===== config.mk =====
export PLATFORM = sky130hd
export DESIGN_NAME = rxhw_writer
export DESIGN_NICKNAME = d
export VERILOG_FILES = /design/src/pkg/rxhw_pkg.sv /design/src/design/rxhw_toggle_mem.sv /design/src/design/rxhw_writer.sv
export SDC_FILE = /design/constraint.sdc
export NUM_CORES = 1
export LEC_CHECK = 0
export BUFFER_PORTS_ARGS = -buffer_cell sky130_fd_sc_hd__buf_2
export CAP_MARGIN = 40
export CORE_MARGIN = 3
export CORE_UTILIZATION = 38
export DETAILED_ROUTE_END_ITERATION = 16
export HOLD_SLACK_MARGIN = 0.1
export SLEW_MARGIN = 20
export SYNTH_ARGS = -nofsm -noshare
export SYNTH_HDL_FRONTEND = slang
export SYNTH_SLANG_ARGS = --single-unit

===== constraint.sdc =====
create_clock -name pclk -period 3.8 [get_ports pclk]
set_input_delay 0.19 -clock pclk [delete_from_list [all_inputs] [get_ports pclk]]
set_output_delay 0.19 -clock pclk [all_outputs]
set_load 0.01 [all_outputs]

===== src/pkg/rxhw_pkg.sv =====
// Constants and types for the received-packet header writer.
// Assumes a byte-wide buffer write port addressed from the packet start.
package rxhw_pkg;
  localparam int          HDR_BYTES        = 8;
  localparam logic [10:0] OFS_EP_STAT      = 11'h000;
  localparam logic [10:0] OFS_PID          = 11'h001;
  localparam logic [10:0] OFS_FADDR        = 11'h002;
  localparam logic [10:0] OFS_RSVD         = 11'h003;
  localparam logic [10:0] OFS_FRM_LO       = 11'h004;
  localparam logic [10:0] OFS_FRM_HI       = 11'h005;
  localparam logic [10:0] OFS_CNT_LO       = 11'h006;
  localparam logic [10:0] OFS_CNT_HI       = 11'h007;
  localparam logic [10:0] OFS_PAYLOAD      = 11'h008;
  localparam int          BIT_REP_TOG      = 5;
  localparam int          BIT_RX_TOG       = 6;
  localparam int          BIT_CRC_ERR      = 7;
  localparam logic [7:0]  RSVD_VALUE       = 8'h00;
  localparam logic [10:0] MAX_PAYLOAD      = 11'h500;
  localparam logic [31:0] APB_STAT         = 32'h0000_0000;
  localparam logic [31:0] APB_MASK         = 32'h0000_0004;
  localparam logic [31:0] APB_LAST         = 32'h0000_0008;
  localparam logic [31:0] APB_TOG          = 32'h0000_000C;
  localparam int          IRQ_DONE         = 0;
  localparam int          IRQ_CRC          = 1;
  localparam int          IRQ_REPTOG       = 2;
  localparam int          IRQ_OVF          = 3;
  localparam logic [3:0]  STAT_RESET       = 4'h0;

  typedef enum logic [1:0] {
    RXHW_IDLE = 2'b00,
    RXHW_HDR  = 2'b01,
    RXHW_DATA = 2'b11,
    RXHW_CNT  = 2'b10
  } rxhw_state_t;
endpackage : rxhw_pkg


===== src/design/rxhw_toggle_mem.sv =====
// Per-endpoint memory of the last received data toggle.
// Read data come out of a register one cycle after the address.
`timescale 1ns/1ns
`default_nettype none
module rxhw_toggle_mem #(
  parameter int EPS = 16
) (
  input  wire logic                   pclk,
  input  wire logic                   presetn,
  input  wire logic [$clog2(EPS)-1:0] raddr,
  output logic                        rdata,
  input  wire logic                   we,
  input  wire logic [$clog2(EPS)-1:0] waddr,
  input  wire logic                   wdata,
  input  wire logic                   clr,
  output logic [EPS-1:0]              all_bits
);
  logic [EPS-1:0] mem_r;

  always_ff @(posedge pclk or negedge presetn)
  begin
    if (!presetn)
      mem_r <= '0;
    else if (clr)
      mem_r <= '0;
    else if (we)
      mem_r[waddr] <= wdata;
  end

  always_ff @(posedge pclk or negedge presetn)
  begin
    if (!presetn)
      rdata <= 1'b0;
    else
      rdata <= mem_r[raddr];
  end

  assign all_bits = mem_r;
endmodule : rxhw_toggle_mem
`default_nettype wire


===== src/design/rxhw_writer.sv =====
// Received-packet header writer: builds the eight-byte header and stores payload.
// Assumes a serial engine handing over decoded fields and bytes on pclk.
`timescale 1ns/1ns
`default_nettype none
module rxhw_writer #(
  parameter int EPS = 16
) (
  input  wire logic        pclk,
  input  wire logic        presetn,
  input  wire logic        pkt_start,
  input  wire logic [3:0]  pkt_endpoint,
  input  wire logic [3:0]  pkt_pid,
  input  wire logic [6:0]  received_function_address,
  input  wire logic [15:0] pkt_frame,
  input  wire logic        pkt_toggle,
  input  wire logic        rx_byte_valid,
  input  wire logic [7:0]  rx_byte,
  input  wire logic        pkt_end,
  input  wire logic        pkt_crc_bad,
  output logic             buf_we,
  output logic [10:0]      buf_addr,
  output logic [7:0]       buf_wdata,
  output logic             pkt_done,
  input  wire logic        psel,
  input  wire logic        penable,
  input  wire logic        pwrite,
  input  wire logic [31:0] paddr,
  input  wire logic [31:0] pwdata,
  output logic [31:0]      prdata,
  output logic             pready,
  output logic             pslverr,
  output logic             irq
);
  rxhw_pkg::rxhw_state_t state_r;
  logic [2:0]  hdr_idx_r;
  logic [10:0] count_r;
  logic [3:0]  ep_r;
  logic [3:0]  pid_r;
  logic [6:0]  faddr_r;
  logic [15:0] frame_r;
  logic        tog_r;
  logic        crc_r;
  logic        end_seen_r;
  logic        prev_tog;
  logic        rep_tog;
  logic [1:0]  cnt_idx_r;
  logic [3:0]  stat_r;
  logic [3:0]  mask_r;
  logic [15:0] last_hdr_r;
  logic [EPS-1:0] tog_bits;
  logic [3:0]  ev;
  logic        apb_wr;
  logic        apb_rd;
  logic        addr_ok;

  localparam int BIT_REP = rxhw_pkg::BIT_REP_TOG;

  function automatic logic [7:0] hdr_byte(input logic [2:0] idx, input logic rep);
    logic [7:0] b;
    b = rxhw_pkg::RSVD_VALUE;
    unique case (idx)
      3'h0: b = {crc_r, tog_r, rep, 1'b0, ep_r};
      3'h1: b = {4'h0, pid_r};
      3'h2: b = {1'b0, faddr_r};
      3'h3: b = rxhw_pkg::RSVD_VALUE;
      3'h4: b = frame_r[7:0];
      3'h5: b = frame_r[15:8];
      default: b = rxhw_pkg::RSVD_VALUE;
    endcase
    return b;
  endfunction

  // Previous toggle of this endpoint; equality means the host repeated data.
  assign rep_tog = (tog_r == prev_tog);

  rxhw_toggle_mem #(.EPS(EPS)) u_tog (
    .pclk     (pclk),
    .presetn  (presetn),
    .raddr    (pkt_endpoint[$clog2(EPS)-1:0]),
    .rdata    (prev_tog),
    .we       (state_r == rxhw_pkg::RXHW_HDR && hdr_idx_r == 3'h5),
    .waddr    (ep_r[$clog2(EPS)-1:0]),
    .wdata    (tog_r),
    .clr      (1'b0),
    .all_bits (tog_bits)
  );

  // Packet sequencer: header bytes, then payload, then the byte count.
  always_ff @(posedge pclk or negedge presetn)
  begin
    if (!presetn)
    begin
      state_r    <= rxhw_pkg::RXHW_IDLE;
      hdr_idx_r  <= 3'h0;
      cnt_idx_r  <= 2'h0;
      count_r    <= 11'h000;
      ep_r       <= 4'h0;
      pid_r      <= 4'h0;
      faddr_r    <= 7'h00;
      frame_r    <= 16'h0000;
      tog_r      <= 1'b0;
      crc_r      <= 1'b0;
      end_seen_r <= 1'b0;
    end
    else
    begin
      unique case (state_r)
        rxhw_pkg::RXHW_IDLE:
        begin
          if (pkt_start)
          begin
            ep_r       <= pkt_endpoint;
            pid_r      <= pkt_pid;
            faddr_r    <= received_function_address;
            frame_r    <= pkt_frame;
            tog_r      <= pkt_toggle;
            crc_r      <= 1'b0;
            end_seen_r <= 1'b0;
            hdr_idx_r  <= 3'h0;
            count_r    <= rxhw_pkg::OFS_PAYLOAD;
            state_r    <= rxhw_pkg::RXHW_HDR;
          end
        end
        rxhw_pkg::RXHW_HDR:
        begin
          // Payload arriving meanwhile is not expected; the engine waits.
          if (pkt_end)
          begin
            end_seen_r <= 1'b1;
            crc_r      <= pkt_crc_bad;
          end
          hdr_idx_r <= hdr_idx_r + 3'h1;
          if (hdr_idx_r == 3'h5)
          begin
            state_r   <= (end_seen_r || pkt_end) ? rxhw_pkg::RXHW_CNT : rxhw_pkg::RXHW_DATA;
            cnt_idx_r <= 2'h0;
          end
        end
        rxhw_pkg::RXHW_DATA:
        begin
          if (rx_byte_valid && count_r < rxhw_pkg::MAX_PAYLOAD + rxhw_pkg::OFS_PAYLOAD)
            count_r <= count_r + 11'h001;
          if (pkt_end)
          begin
            crc_r     <= pkt_crc_bad;
            state_r   <= rxhw_pkg::RXHW_CNT;
            cnt_idx_r <= 2'h0;
          end
        end
        rxhw_pkg::RXHW_CNT:
        begin
          cnt_idx_r <= cnt_idx_r + 2'h1;
          if (cnt_idx_r == 2'h2)
            state_r <= rxhw_pkg::RXHW_IDLE;
        end
      endcase
    end
  end

  // Buffer write port; byte 0 is rewritten at the end with the CRC result.
  always_ff @(posedge pclk or negedge presetn)
  begin
    if (!presetn)
    begin
      buf_we    <= 1'b0;
      buf_addr  <= 11'h000;
      buf_wdata <= 8'h00;
    end
    else
    begin
      buf_we <= 1'b0;
      if (state_r == rxhw_pkg::RXHW_HDR)
      begin
        buf_we    <= 1'b1;
        buf_addr  <= {8'h00, hdr_idx_r};
        buf_wdata <= hdr_byte(hdr_idx_r, rep_tog);
      end
      else if (state_r == rxhw_pkg::RXHW_DATA && rx_byte_valid &&
               count_r < rxhw_pkg::MAX_PAYLOAD + rxhw_pkg::OFS_PAYLOAD)
      begin
        buf_we    <= 1'b1;
        buf_addr  <= count_r;
        buf_wdata <= rx_byte;
      end
      else if (state_r == rxhw_pkg::RXHW_CNT)
      begin
        buf_we <= 1'b1;
        unique case (cnt_idx_r)
          2'h0:
          begin
            buf_addr  <= rxhw_pkg::OFS_CNT_LO;
            buf_wdata <= count_r[7:0];
          end
          2'h1:
          begin
            buf_addr  <= rxhw_pkg::OFS_CNT_HI;
            buf_wdata <= {5'h00, count_r[10:8]};
          end
          default:
          begin
            buf_addr  <= rxhw_pkg::OFS_EP_STAT;
            buf_wdata <= {crc_r, tog_r, last_hdr_r[BIT_REP], 1'b0, ep_r};
          end
        endcase
      end
    end
  end

  // Snapshot of the last header byte 0 and the low byte of the byte count for software.
  always_ff @(posedge pclk or negedge presetn)
  begin
    if (!presetn)
    begin
      last_hdr_r <= 16'h0000;
      pkt_done   <= 1'b0;
    end
    else
    begin
      pkt_done <= (state_r == rxhw_pkg::RXHW_CNT && cnt_idx_r == 2'h2);
      if (state_r == rxhw_pkg::RXHW_HDR && hdr_idx_r == 3'h0)
        last_hdr_r[7:0] <= hdr_byte(3'h0, rep_tog);
      if (state_r == rxhw_pkg::RXHW_CNT && cnt_idx_r == 2'h2)
      begin
        last_hdr_r[7]      <= crc_r;
        last_hdr_r[15:8]   <= count_r[7:0];
      end
    end
  end

  // Events: done, CRC error, repeated toggle, payload overflow.
  assign ev[rxhw_pkg::IRQ_DONE]   = state_r == rxhw_pkg::RXHW_CNT && cnt_idx_r == 2'h2;
  assign ev[rxhw_pkg::IRQ_CRC]    = ev[rxhw_pkg::IRQ_DONE] && crc_r;
  assign ev[rxhw_pkg::IRQ_REPTOG] = state_r == rxhw_pkg::RXHW_HDR && hdr_idx_r == 3'h0 && rep_tog;
  assign ev[rxhw_pkg::IRQ_OVF]    = state_r == rxhw_pkg::RXHW_DATA && rx_byte_valid &&
                                    count_r >= rxhw_pkg::MAX_PAYLOAD + rxhw_pkg::OFS_PAYLOAD;

  assign apb_wr  = psel && penable && pwrite;
  assign apb_rd  = psel && !penable && !pwrite;
  assign addr_ok = paddr == rxhw_pkg::APB_STAT || paddr == rxhw_pkg::APB_MASK ||
                   paddr == rxhw_pkg::APB_LAST || paddr == rxhw_pkg::APB_TOG;

  // Sticky status; a new event wins over a write-one clear.
  always_ff @(posedge pclk or negedge presetn)
  begin
    if (!presetn)
      stat_r <= rxhw_pkg::STAT_RESET;
    else if (apb_wr && paddr == rxhw_pkg::APB_STAT)
      stat_r <= (stat_r & ~pwdata[3:0]) | ev;
    else
      stat_r <= stat_r | ev;
  end

  always_ff @(posedge pclk or negedge presetn)
  begin
    if (!presetn)
      mask_r <= 4'h0;
    else if (apb_wr && paddr == rxhw_pkg::APB_MASK)
      mask_r <= pwdata[3:0];
  end

  always_ff @(posedge pclk or negedge presetn)
  begin
    if (!presetn)
      irq <= 1'b0;
    else
      irq <= |(stat_r & mask_r);
  end

  // Zero-wait APB slave: read data registered in setup, ready in access.
  always_ff @(posedge pclk or negedge presetn)
  begin
    if (!presetn)
    begin
      prdata  <= 32'h0000_0000;
      pready  <= 1'b0;
      pslverr <= 1'b0;
    end
    else
    begin
      pready  <= psel && !penable;
      pslverr <= psel && !penable && !addr_ok;
      if (apb_rd)
      begin
        if (paddr == rxhw_pkg::APB_STAT)
          prdata <= {28'h0, stat_r};
        else if (paddr == rxhw_pkg::APB_MASK)
          prdata <= {28'h0, mask_r};
        else if (paddr == rxhw_pkg::APB_LAST)
          prdata <= {16'h0, last_hdr_r};
        else if (paddr == rxhw_pkg::APB_TOG)
          prdata <= {{(32-EPS){1'b0}}, tog_bits};
        else
          prdata <= 32'h0000_0000;
      end
    end
  end

  AST_HDR_LEN: assert property (@(posedge pclk) disable iff (!presetn)
    (state_r == rxhw_pkg::RXHW_IDLE && pkt_start) |=> (state_r == rxhw_pkg::RXHW_HDR) [*6])
    else $error("Header phase not six cycles.");
  AST_HDR_ADDR: assert property (@(posedge pclk) disable iff (!presetn)
    $rose(state_r == rxhw_pkg::RXHW_HDR) |=> buf_we && buf_addr == 11'h000)
    else $error("Header not started at offset zero.");
  AST_CNT_HI: assert property (@(posedge pclk) disable iff (!presetn)
    (buf_we && buf_addr == rxhw_pkg::OFS_CNT_HI) |-> buf_wdata[7:3] == 5'h00)
    else $error("Byte count high bits not zero.");
  AST_CNT_LO: assert property (@(posedge pclk) disable iff (!presetn)
    (state_r == rxhw_pkg::RXHW_CNT && cnt_idx_r == 2'h0) |=>
      buf_addr == rxhw_pkg::OFS_CNT_LO && buf_wdata == $past(count_r[7:0]))
    else $error("Byte count low byte wrong.");
  AST_PAYLOAD: assert property (@(posedge pclk) disable iff (!presetn)
    (buf_we && $past(state_r) == rxhw_pkg::RXHW_DATA) |-> buf_addr >= rxhw_pkg::OFS_PAYLOAD)
    else $error("Payload below offset eight.");
  AST_REP: assert property (@(posedge pclk) disable iff (!presetn)
    (state_r == rxhw_pkg::RXHW_HDR && hdr_idx_r == 3'h0) |=>
      buf_wdata[BIT_REP] == ($past(tog_r) == $past(prev_tog)))
    else $error("Repeated toggle flag wrong.");
  AST_TOG: assert property (@(posedge pclk) disable iff (!presetn)
    (buf_we && buf_addr == 11'h000) |-> buf_wdata[rxhw_pkg::BIT_RX_TOG] == tog_r
      && buf_wdata[4] == 1'b0)
    else $error("Received toggle bit wrong.");
  AST_CRC: assert property (@(posedge pclk) disable iff (!presetn)
    (state_r == rxhw_pkg::RXHW_DATA && pkt_end && pkt_crc_bad) |-> ##4
      buf_addr == 11'h000 && buf_wdata[rxhw_pkg::BIT_CRC_ERR])
    else $error("CRC flag not written.");
  AST_IRQ: assert property (@(posedge pclk) disable iff (!presetn)
    |(stat_r & mask_r) |=> irq)
    else $error("Interrupt not raised.");
  COV_PKT: cover property (@(posedge pclk) disable iff (!presetn) pkt_done);
  COV_CRC: cover property (@(posedge pclk) disable iff (!presetn) ev[rxhw_pkg::IRQ_CRC]);
  COV_REP: cover property (@(posedge pclk) disable iff (!presetn) ev[rxhw_pkg::IRQ_REPTOG]);
endmodule : rxhw_writer
`default_nettype wire


== Word-level counts from Yosys, hierarchy flattened ==
Cells that the tools add are included.
Storage, ports and cells
  flip-flop bits (word level): 148
  logic and storage cells: 145
  output and inout port bits: 56
Operators by class
  equality and inequality tests: 20
  reduce and logical (&&, ||, !) cells: 43
  order comparisons: 5
  bitwise operators: 5
  mux-type cells: 43
  add/subtract/negate cells: 3
Operator list (number)
  $eq 32x4->1 const B: 2
  $mux 16: 4
  $mux 11: 5
  $pmux 8 s5: 1
  $eq 32x3->1 const B: 1
  $logic_not 32->1: 1
  $mux 8: 4
  $pmux 11 s2: 1
  $logic_and 1x1->1: 17
  $bwmux 16: 1
  $pmux 8 s2: 1
  $mux 2: 6
  $pmux 3 s2: 2
  $reduce_and 3->1: 4
  $add 11x1->11 const B: 1
  $ge 11x11->1 const B: 1
  $lt 11x11->1 const B: 1
  $lt 4x5->1 const B: 2
  $mux 1: 10
  $ne 2x2->1 const B: 5
  $and 4x4->4: 2
  $or 4x4->4: 2
  $pmux 2 s4: 1
  $reduce_bool 2->1: 4
  26 further kinds: 40

== Depth between registers and ports, before layout ==
Gate-level depths: netlist (run 1).
  word-level depth: 6
  gate-level depth with buffers: 8
  gate-level depth less buffers: 7

== By module ==
A second synthesis (run 1) with hierarchy kept.
Second synthesis, totals
  cell total of the unflattened synthesis: 663
  area, all modules: 6558.8 um^2
Modules (own cells, without submodules)
  rxhw_writer: area each 5627.9 um^2, seq. area each 2877.8 um^2, cells an instance 570, instances 1
  rxhw_toggle_mem: area each 930.9 um^2, seq. area each 425.4 um^2, cells an instance 93, instances 1

== Worst setup path before layout (run 1) ==
No wires, ideal clock.
  kind: register to register
  start point: register hdr_idx_r[1]
  end point: register u_tog.mem_r[4], in the netlist u_tog.all_bits[4]
  clock period less this slack: 1.963 ns
  required time: 3.675 ns
  arrival: 1.838 ns
  path slack: 1.837 ns
  cell stages (with the launch flop): 8
  cells stage by stage: dfrtp_1 -> inv_1 -> ha_1 -> and2_2 -> and2_1 -> or3b_4 -> nor2_1 -> mux2_2
Between the ends
  longest elaborated chain between the ends: 2
Ends and longest elaborated chain
  start, declared: RTL line rxhw_writer.sv:35  | logic [2:0] hdr_idx_r;
  start signal, assigned: RTL line rxhw_writer.sv:132  | hdr_idx_r <= hdr_idx_r + 3'h1;
  $eq 3x3->1: RTL line rxhw_writer.sv:81  | .we (state_r == rxhw_pkg::RXHW_HDR && hdr_idx_r == 3'h5),
  $logic_and 1x1->1: RTL line rxhw_writer.sv:81
  end signal, assigned by index: RTL line rxhw_toggle_mem.sv:27  | mem_r[waddr] <= wdata;
  end, declared: RTL line rxhw_toggle_mem.sv:18  | logic [EPS-1:0] mem_r;
No other way between the ends.
A chain may end at the register's enable or synchronous reset.

== Final worst setup path (run 1) ==
  start point: register hdr_idx_r[1]
  end point: register u_tog.mem_r[12], in the netlist u_tog.all_bits[12]
Same word-level chain as after synthesis.

==> flow_summary.json, run 1 <==
{
  "status": "finished, final reports clean",
  "std_cell_rows": 46,
  "grt_pass1_wl_mm": 27.2,
  "multi_input_area_um2": 2860,
  "arrival_ns": 2.87,
  "areaGrowthSynthToFinish_pct": 26.9,
  "ir_drop_uv": 398,
  "min_path_type": "in -> reg",
  "dp_hpwl_mm": 12.0,
  "async_flop_share_pct": 100,
  "seqPwrFrac_pct": 40.3,
  "port_buffers": 124,
  "overflow": 0,
  "worstMarginPinSlew_ns": 0.699,
  "cts_tree": "yes",
  "period_share_pct": 67.6,
  "synth_xor_area_share_pct": 1.49,
  "layout.nets": 910,
  "cts_sinks": 132,
  "track_usage_pct": 18.9,
  "core-area_um2": 16200,
  "routed_wirelength_mm": 17.2,
  "wire_per_inst_um": 17.0,
  "cts_buffers": 17,
  "synthAdderAreaFrac_pct": 1.94,
  "synthTopCellsByArea": "dfrtp_1 51%, nand2_1 9.1%, mux2_2 4.2%",
  "crit_required_ns": 4.10,
  "final_util_pct": 50.4,
  "setup_viol": 0,
  "final_max_slew_viol_count": 0,
  "cts-root-buf": "clkbuf_16",
  "finalPower_mw": 5.40,
  "firstDrtPassIters": 6,
  "synth_top_family_by_area": "simple AND/OR/NAND/NOR gates",
  "ant_nets": 0,
  "fillCellCount": 1524,
  "whs_ns": 0.144,
  "drive_gt1_share_pct": 25.1,
  "skew_ns": 0.00859,
  "via_per_inst": 5.24,
  "clkTransAtPathRegs_ns": 0.06,
  "synth-simple-area-share_pct": 18.0,
  "postCtsSetupBuffers": 0,
  "powerDensity_nw_per_um2": 660,
  "seq_area_frac_synth_pct": 51.2,
  "maxSlewHeadroom_pct": 53.2,
  "clock_latency_ns": 0.42,
  "combPwrFrac_pct": 29.1,
  "antenna_found_initial": 0,
  "syn_area_um2": 6450,
  "synth_edf_count": 0,
  "drc": 0,
  "drv_cap": 0,
  "dieArea_um2": 18600,
  "clock_path_buffers": 2,
  "synth_ff_type": "dfrtp_1",
  "path_max_fanout": 12,
  "p_sw_share_pct": 35.2,
  "cts.htree.levels": 4,
  "cp-start-kind": "register",
  "synth_largest_area_cell": "dfrtp_1",
  "min_period_ns": 2.57,
  "preCtsSetupSlack_ns": 1.30,
  "num_io_pins": 169,
  "synthMuxAreaShare_pct": 10.2,
  "rsz0062_at_grt": "no",
  "synth-compound-area-share_pct": 11.6,
  "avgSynthCellArea_um2": 10.1,
  "p_int_mw": 3.50,
  "yosysWarnings": 0,
  "synth.ff_latch_count": 132,
  "die_x_um": 136,
  "fmax_mhz": 389,
  "power.leakage_nw": 4.00,
  "setup_tns_ns": 0,
  "p_sw_mw": 1.90,
  "crit_path_end_kind": "register",
  "finalWorstSetupSlack_ns": 1.23,
  "syn_inst": 637,
  "die_y_um": 136,
  "initial_core_util_pct": 39.7,
  "grt_pass1_vias": 5179,
  "synthDistinctLibCells": 57,
  "n_antenna_cell": 0,
  "drt_iter0_markers": 431,
  "synth_top_area_share_pct": 51.2,
  "critical_path_class": "reg -> reg",
  "seqCellArea_um2": 3300,
  "vias": 5321,
  "hold_viol": 0,
  "clockPowerShare_pct": 30.6,
  "place.gp.congestion": 0.901,
  "grt_max_degree": 51
}
## through the flow
stage / instances / instance area, µm²
floorplan: 652 / 6500
global placement: 940 / 7130
detailed placement: 941 / 7160
CTS: 1016 / 8180
global route: 1016 / 8180
finish: 1016 / 8180
## routing by layer
metal / wire [µm] / up-vias / track usage [%]
li1: - / 2487 / -
met1: 7610 / 2576 / 26.0
met2: 7980 / 224 / 29.3
met3: 1290 / 34 / 4.77
met4: 348 / 0 / 6.49
met5: 0 / - / 0
## worst max-delay path: stages (launching register included)
cell and delay [ns]:
dfrtp_1 0.42, inv_1 0.11, ha_1 0.45, and2_2 0.31
and2_1 0.25, or3b_4 0.44, nor2_1 0.12, mux2_2 0.34
## repair_timing
item,CTS,global route
endpoints found under the hold margin,77,0
hold buffers,43,0
resized for setup,0,0
## cells in the mapped netlist (all sizes together), types with 2 or more instances
cell type / count
a211oi: 2
a21oi: 11
a221o: 6
a221oi: 4
a222oi: 2
a22o: 18
a22oi: 17
a31oi: 4
a32oi: 3
and2: 4
and3: 4
buf: 30
clkbuf: 25
dfrtp: 132
ha: 10
inv: 10
mux2: 30
mux2i: 12
mux4: 9
nand2: 157
nand2b: 4
nand3: 9
nand3b: 7
nand4: 7
nor2: 46
nor2b: 3
nor3: 7
nor4: 10
o21ai: 26
o31ai: 3
xnor2: 7
xor2: 4
## power groups by stage
stage	Combinational, mW	Sequential, mW	Clock [mW]
6_report	1.57	2.18	1.65
5_1_grt	1.76	2.22	1.75
3_5_place_dp	1.52	2.19	0
2_1_floorplan	1.21	2.00	0
4_1_cts	1.57	2.17	1.68
3_3_place_gp	1.48	2.18	0
## logic make-up after synthesis
kind of cell	after synthesis
compound gates	103
xor+xnor	11
fa+ha+maj	10
buf+inv	66
flops	132
mux	51
other cells	1
simple gates	263
## worst paths after layout
check | from | end | slack [ns] | cells past startpoint
setup / recovery | hdr_idx_r[1] | u_tog.all_bits[12] | 1.23 | 7
hold reg to reg | prdata[7] | prdata[7] | 0.47 | 2
min in group asynchronous | presetn | last_hdr_r[13] | 0.30 | 2
setup reg to reg | hdr_idx_r[1] | u_tog.all_bits[12] | 1.23 | 7
hold / removal | pkt_start | state_r[0] | 0.14 | 3
max in group asynchronous | presetn | prdata[8] | 2.87 | 3
## state kept, by name, indices dropped and copies added, names as in the netlist, 7 cells and up
signal,flops
prdata,16
buf_wdata,8
u_tog.all_bits,16
buf_addr,11
last_hdr_r,15
frame_r,16
faddr_r,7
count_r,11
## layout by cell type, fill, tap and decap left out, types with 7 or more instances in the layout
cell and instances:
nand2_1 156, dfrtp_1 132, buf_2 123, nor2_1 45
dlygate4sd3_1 43, o21ai_0 25, mux2_2 24, a22o_1 18
a22oi_1 17, clkbuf_16 17, conb_1 16, mux2i_1 12
a21oi_1 11, nor4_1 10, ha_1 10, nand3_1 9
mux4_2 9, inv_1 9, nand3b_1 7, nand4_1 7
xnor2_1 7
## area by class of cell
type	instances	area share, %
tap	216	3.30
clock buffer	23	5.72
clock inverter	9	1.54
multi-input combinational	454	34.9
timing repair buffer	171	13.6
inverter	11	0.505
sequential	132	40.4
Note: power is estimated with default switching activity, not from simulation.
==> run 2: changes to the inputs <==
==> constraint.sdc (replaced) <==
create_clock -name pclk -period 2.5 [get_ports pclk]
set_input_delay 0.125 -clock pclk [delete_from_list [all_inputs] [get_ports pclk]]
set_output_delay 0.125 -clock pclk [all_outputs]
set_load 0.01 [all_outputs]
==> flow_summary.json, run 2 (same netlist as run 1, synthesis figures left out) <==
{
  "crit_path_max_incr_delay_ns": 0.52,
  "cts_buffers": 17,
  "setup_viol": 0,
  "routed_wirelength_mm": 17.1,
  "status": "finished, final reports clean",
  "drc": 0,
  "min_path_cells": 4,
  "hold_viol": 0,
  "cts-root-buf": "clkbuf_16",
  "critical_path_class": "reg -> reg",
  "skew_ns": 0.0101,
  "setup_tns_ns": 0,
  "dieArea_um2": 18600,
  "final_common_cell": "nand2_1",
  "period_share_pct": 87.6,
  "clock_latency_ns": 0.41,
  "areaGrowthSynthToFinish_pct": 28.3,
  "via_per_inst": 5.16,
  "clkTransAtPathRegs_ns": 0.06,
  "vias": 5330,
  "initial_core_util_pct": 39.7,
  "arrival_ns": 2.48,
  "power.leakage_nw": 4.07,
  "p_sw_mw": 2.92,
  "placedInstanceArea_um2": 7230,
  "cts_sinks": 132,
  "maxSlewHeadroom_pct": 57.9,
  "wire_per_inst_um": 16.6,
  "ant_nets": 0,
  "ir_drop_uv": 624,
  "port_buffers": 124,
  "seqPwrFrac_pct": 39.6,
  "final_max_slew_viol_count": 0,
  "combPwrFrac_pct": 31.3,
  "cts_resized": 0,
  "drt_iter0_markers": 407,
  "clockPowerShare_pct": 29.2,
  "rsz0062_at_grt": "no",
  "powerDensity_nw_per_um2": 993,
  "final_cell_mix": "157 x nand2_1, 132 x dfrtp_1, 123 x buf_2",
  "path_max_fanout": 8,
  "instances_no_fill": 1032,
  "min_path_type": "in -> reg",
  "crit_required_ns": 2.79,
  "placedCellCount": 954,
  "crit_path_end_kind": "register",
  "p_int_mw": 5.29,
  "grt_max_degree": 92,
  "grt_pass1_vias": 5222,
  "layout.nets": 926,
  "gr-usage-met3_pct": 4.70,
  "std_cell_rows": 46,
  "drive_gt1_share_pct": 26.2,
  "p_sw_share_pct": 35.5,
  "overflow": 0,
  "n_antenna_cell": 0,
  "finalInstanceArea_um2": 8270,
  "die_x_um": 136,
  "grtUsageMet1_pct": 25.8,
  "dp_hpwl_mm": 12.1,
  "fmax_mhz": 457,
  "firstDrtPassIters": 5,
  "grt_util_met2_pct": 29.1,
  "place.gp.congestion": 0.877,
  "num_io_pins": 169,
  "track_usage_pct": 18.8,
  "core-area_um2": 16200,
  "reg2regPathDepth": 6,
  "min_period_ns": 2.19,
  "drv_cap": 0,
  "grt_pass1_wl_mm": 27.0,
  "clock_path_buffers": 2,
  "top_usage_layer": "met2",
  "antenna_found_initial": 0,
  "worstMarginPinSlew_ns": 0.627,
  "die_y_um": 136,
  "cp-start-kind": "register",
  "cp_cell_sequence": "inv_1, ha_1, nor2b_1, o31ai_2, o31ai_1, o32a_1",
  "cts.htree.levels": 4,
  "cts_tree": "yes",
  "crit_path_top_delay_cell": "o31ai_2"
}
run 2: cell count changes in the layout (fill, tap and decap cells not counted), sizes merged:
| cell | before | now |
|---|---|---|
| bufinv | 3 | 1 |
| clkbuf | 23 | 25 |
| buf | 128 | 141 |
| dlygate4sd3 | 43 | 46 |
| clkinvlp | 1 | 0 |
| clkinv | 5 | 7 |
| inv | 11 | 10 |
run 2: path summary, 6_finish.rpt:
check | to | slack, ns | startpoint
min in group asynchronous | last_hdr_r[15] | 0.30 | presetn
hold reg to reg | prdata[12] | 0.48 | prdata[12]
hold / removal | pslverr | 0.12 | paddr[22]
setup / recovery | buf_wdata[5] | 0.31 | hdr_idx_r[0]
max in group asynchronous | pready | 1.79 | presetn
setup reg to reg | buf_wdata[5] | 0.31 | hdr_idx_r[0]
run 2: worst max-delay path: cells and delay by family (launching register included):
| family | cells | cell delay [ns] |
|---|---|---|
| compound gates | 3 | 1.01 |
| flops | 1 | 0.47 |
| fa+ha+maj | 1 | 0.31 |
| simple gates | 1 | 0.18 |
| buf+inv | 1 | 0.10 |
run 2: final cells by class:
type / count / area (µm²)
clock buffer: 25 / 505
clock inverter: 7 / 71.3
timing repair buffer: 187 / 1220
fill: 1544 / 7960
tap: 216 / 270
multi-input combinational: 454 / 2860
sequential: 132 / 3300
inverter: 11 / 41.3
run 2: power groups by stage:
stage | Combinational (mW) | Sequential, mW | Clock, mW
after floorplan | 1.84 | 3.04 | 0
after global placement | 2.43 | 3.24 | 0
after detailed placement | 2.48 | 3.27 | 0
after CTS | 2.57 | 3.24 | 2.45
after global routing | 2.87 | 3.31 | 2.56
final | 2.57 | 3.25 | 2.40
run 2: metal layers:
| layer | vias to the layer above | part of all wire (%) |
|---|---|---|
| met2 | 209 | 46 |
| met3 | 24 | 6.3 |
| li1 | 2517 | - |
| met4 | 0 | 2.0 |
| met5 | - | 0 |
| met1 | 2580 | 46 |
run 2: timing repair:
action	4_1_cts	5_1_grt
hold endpoints to repair	180	0
buffers inserted	0	0
hold buffers	46	0
run 2: stage by stage:
stage / utilization [%] / hold slack (ns) / setup slack, ns / power (mW)
finish: 51.0 / 0.124 / 0.311 / 8.21
global route: 51.0 / 0.140 / 0.128 / 8.74
CTS: 51.0 / 0.108 / 0.338 / 8.26
detailed placement: 44.6 / 0.221 / 0.350 / 5.75
global placement: 44.6 / 0.213 / 0.371 / 5.67
floorplan: - / -0.171 / 0.537 / 4.88
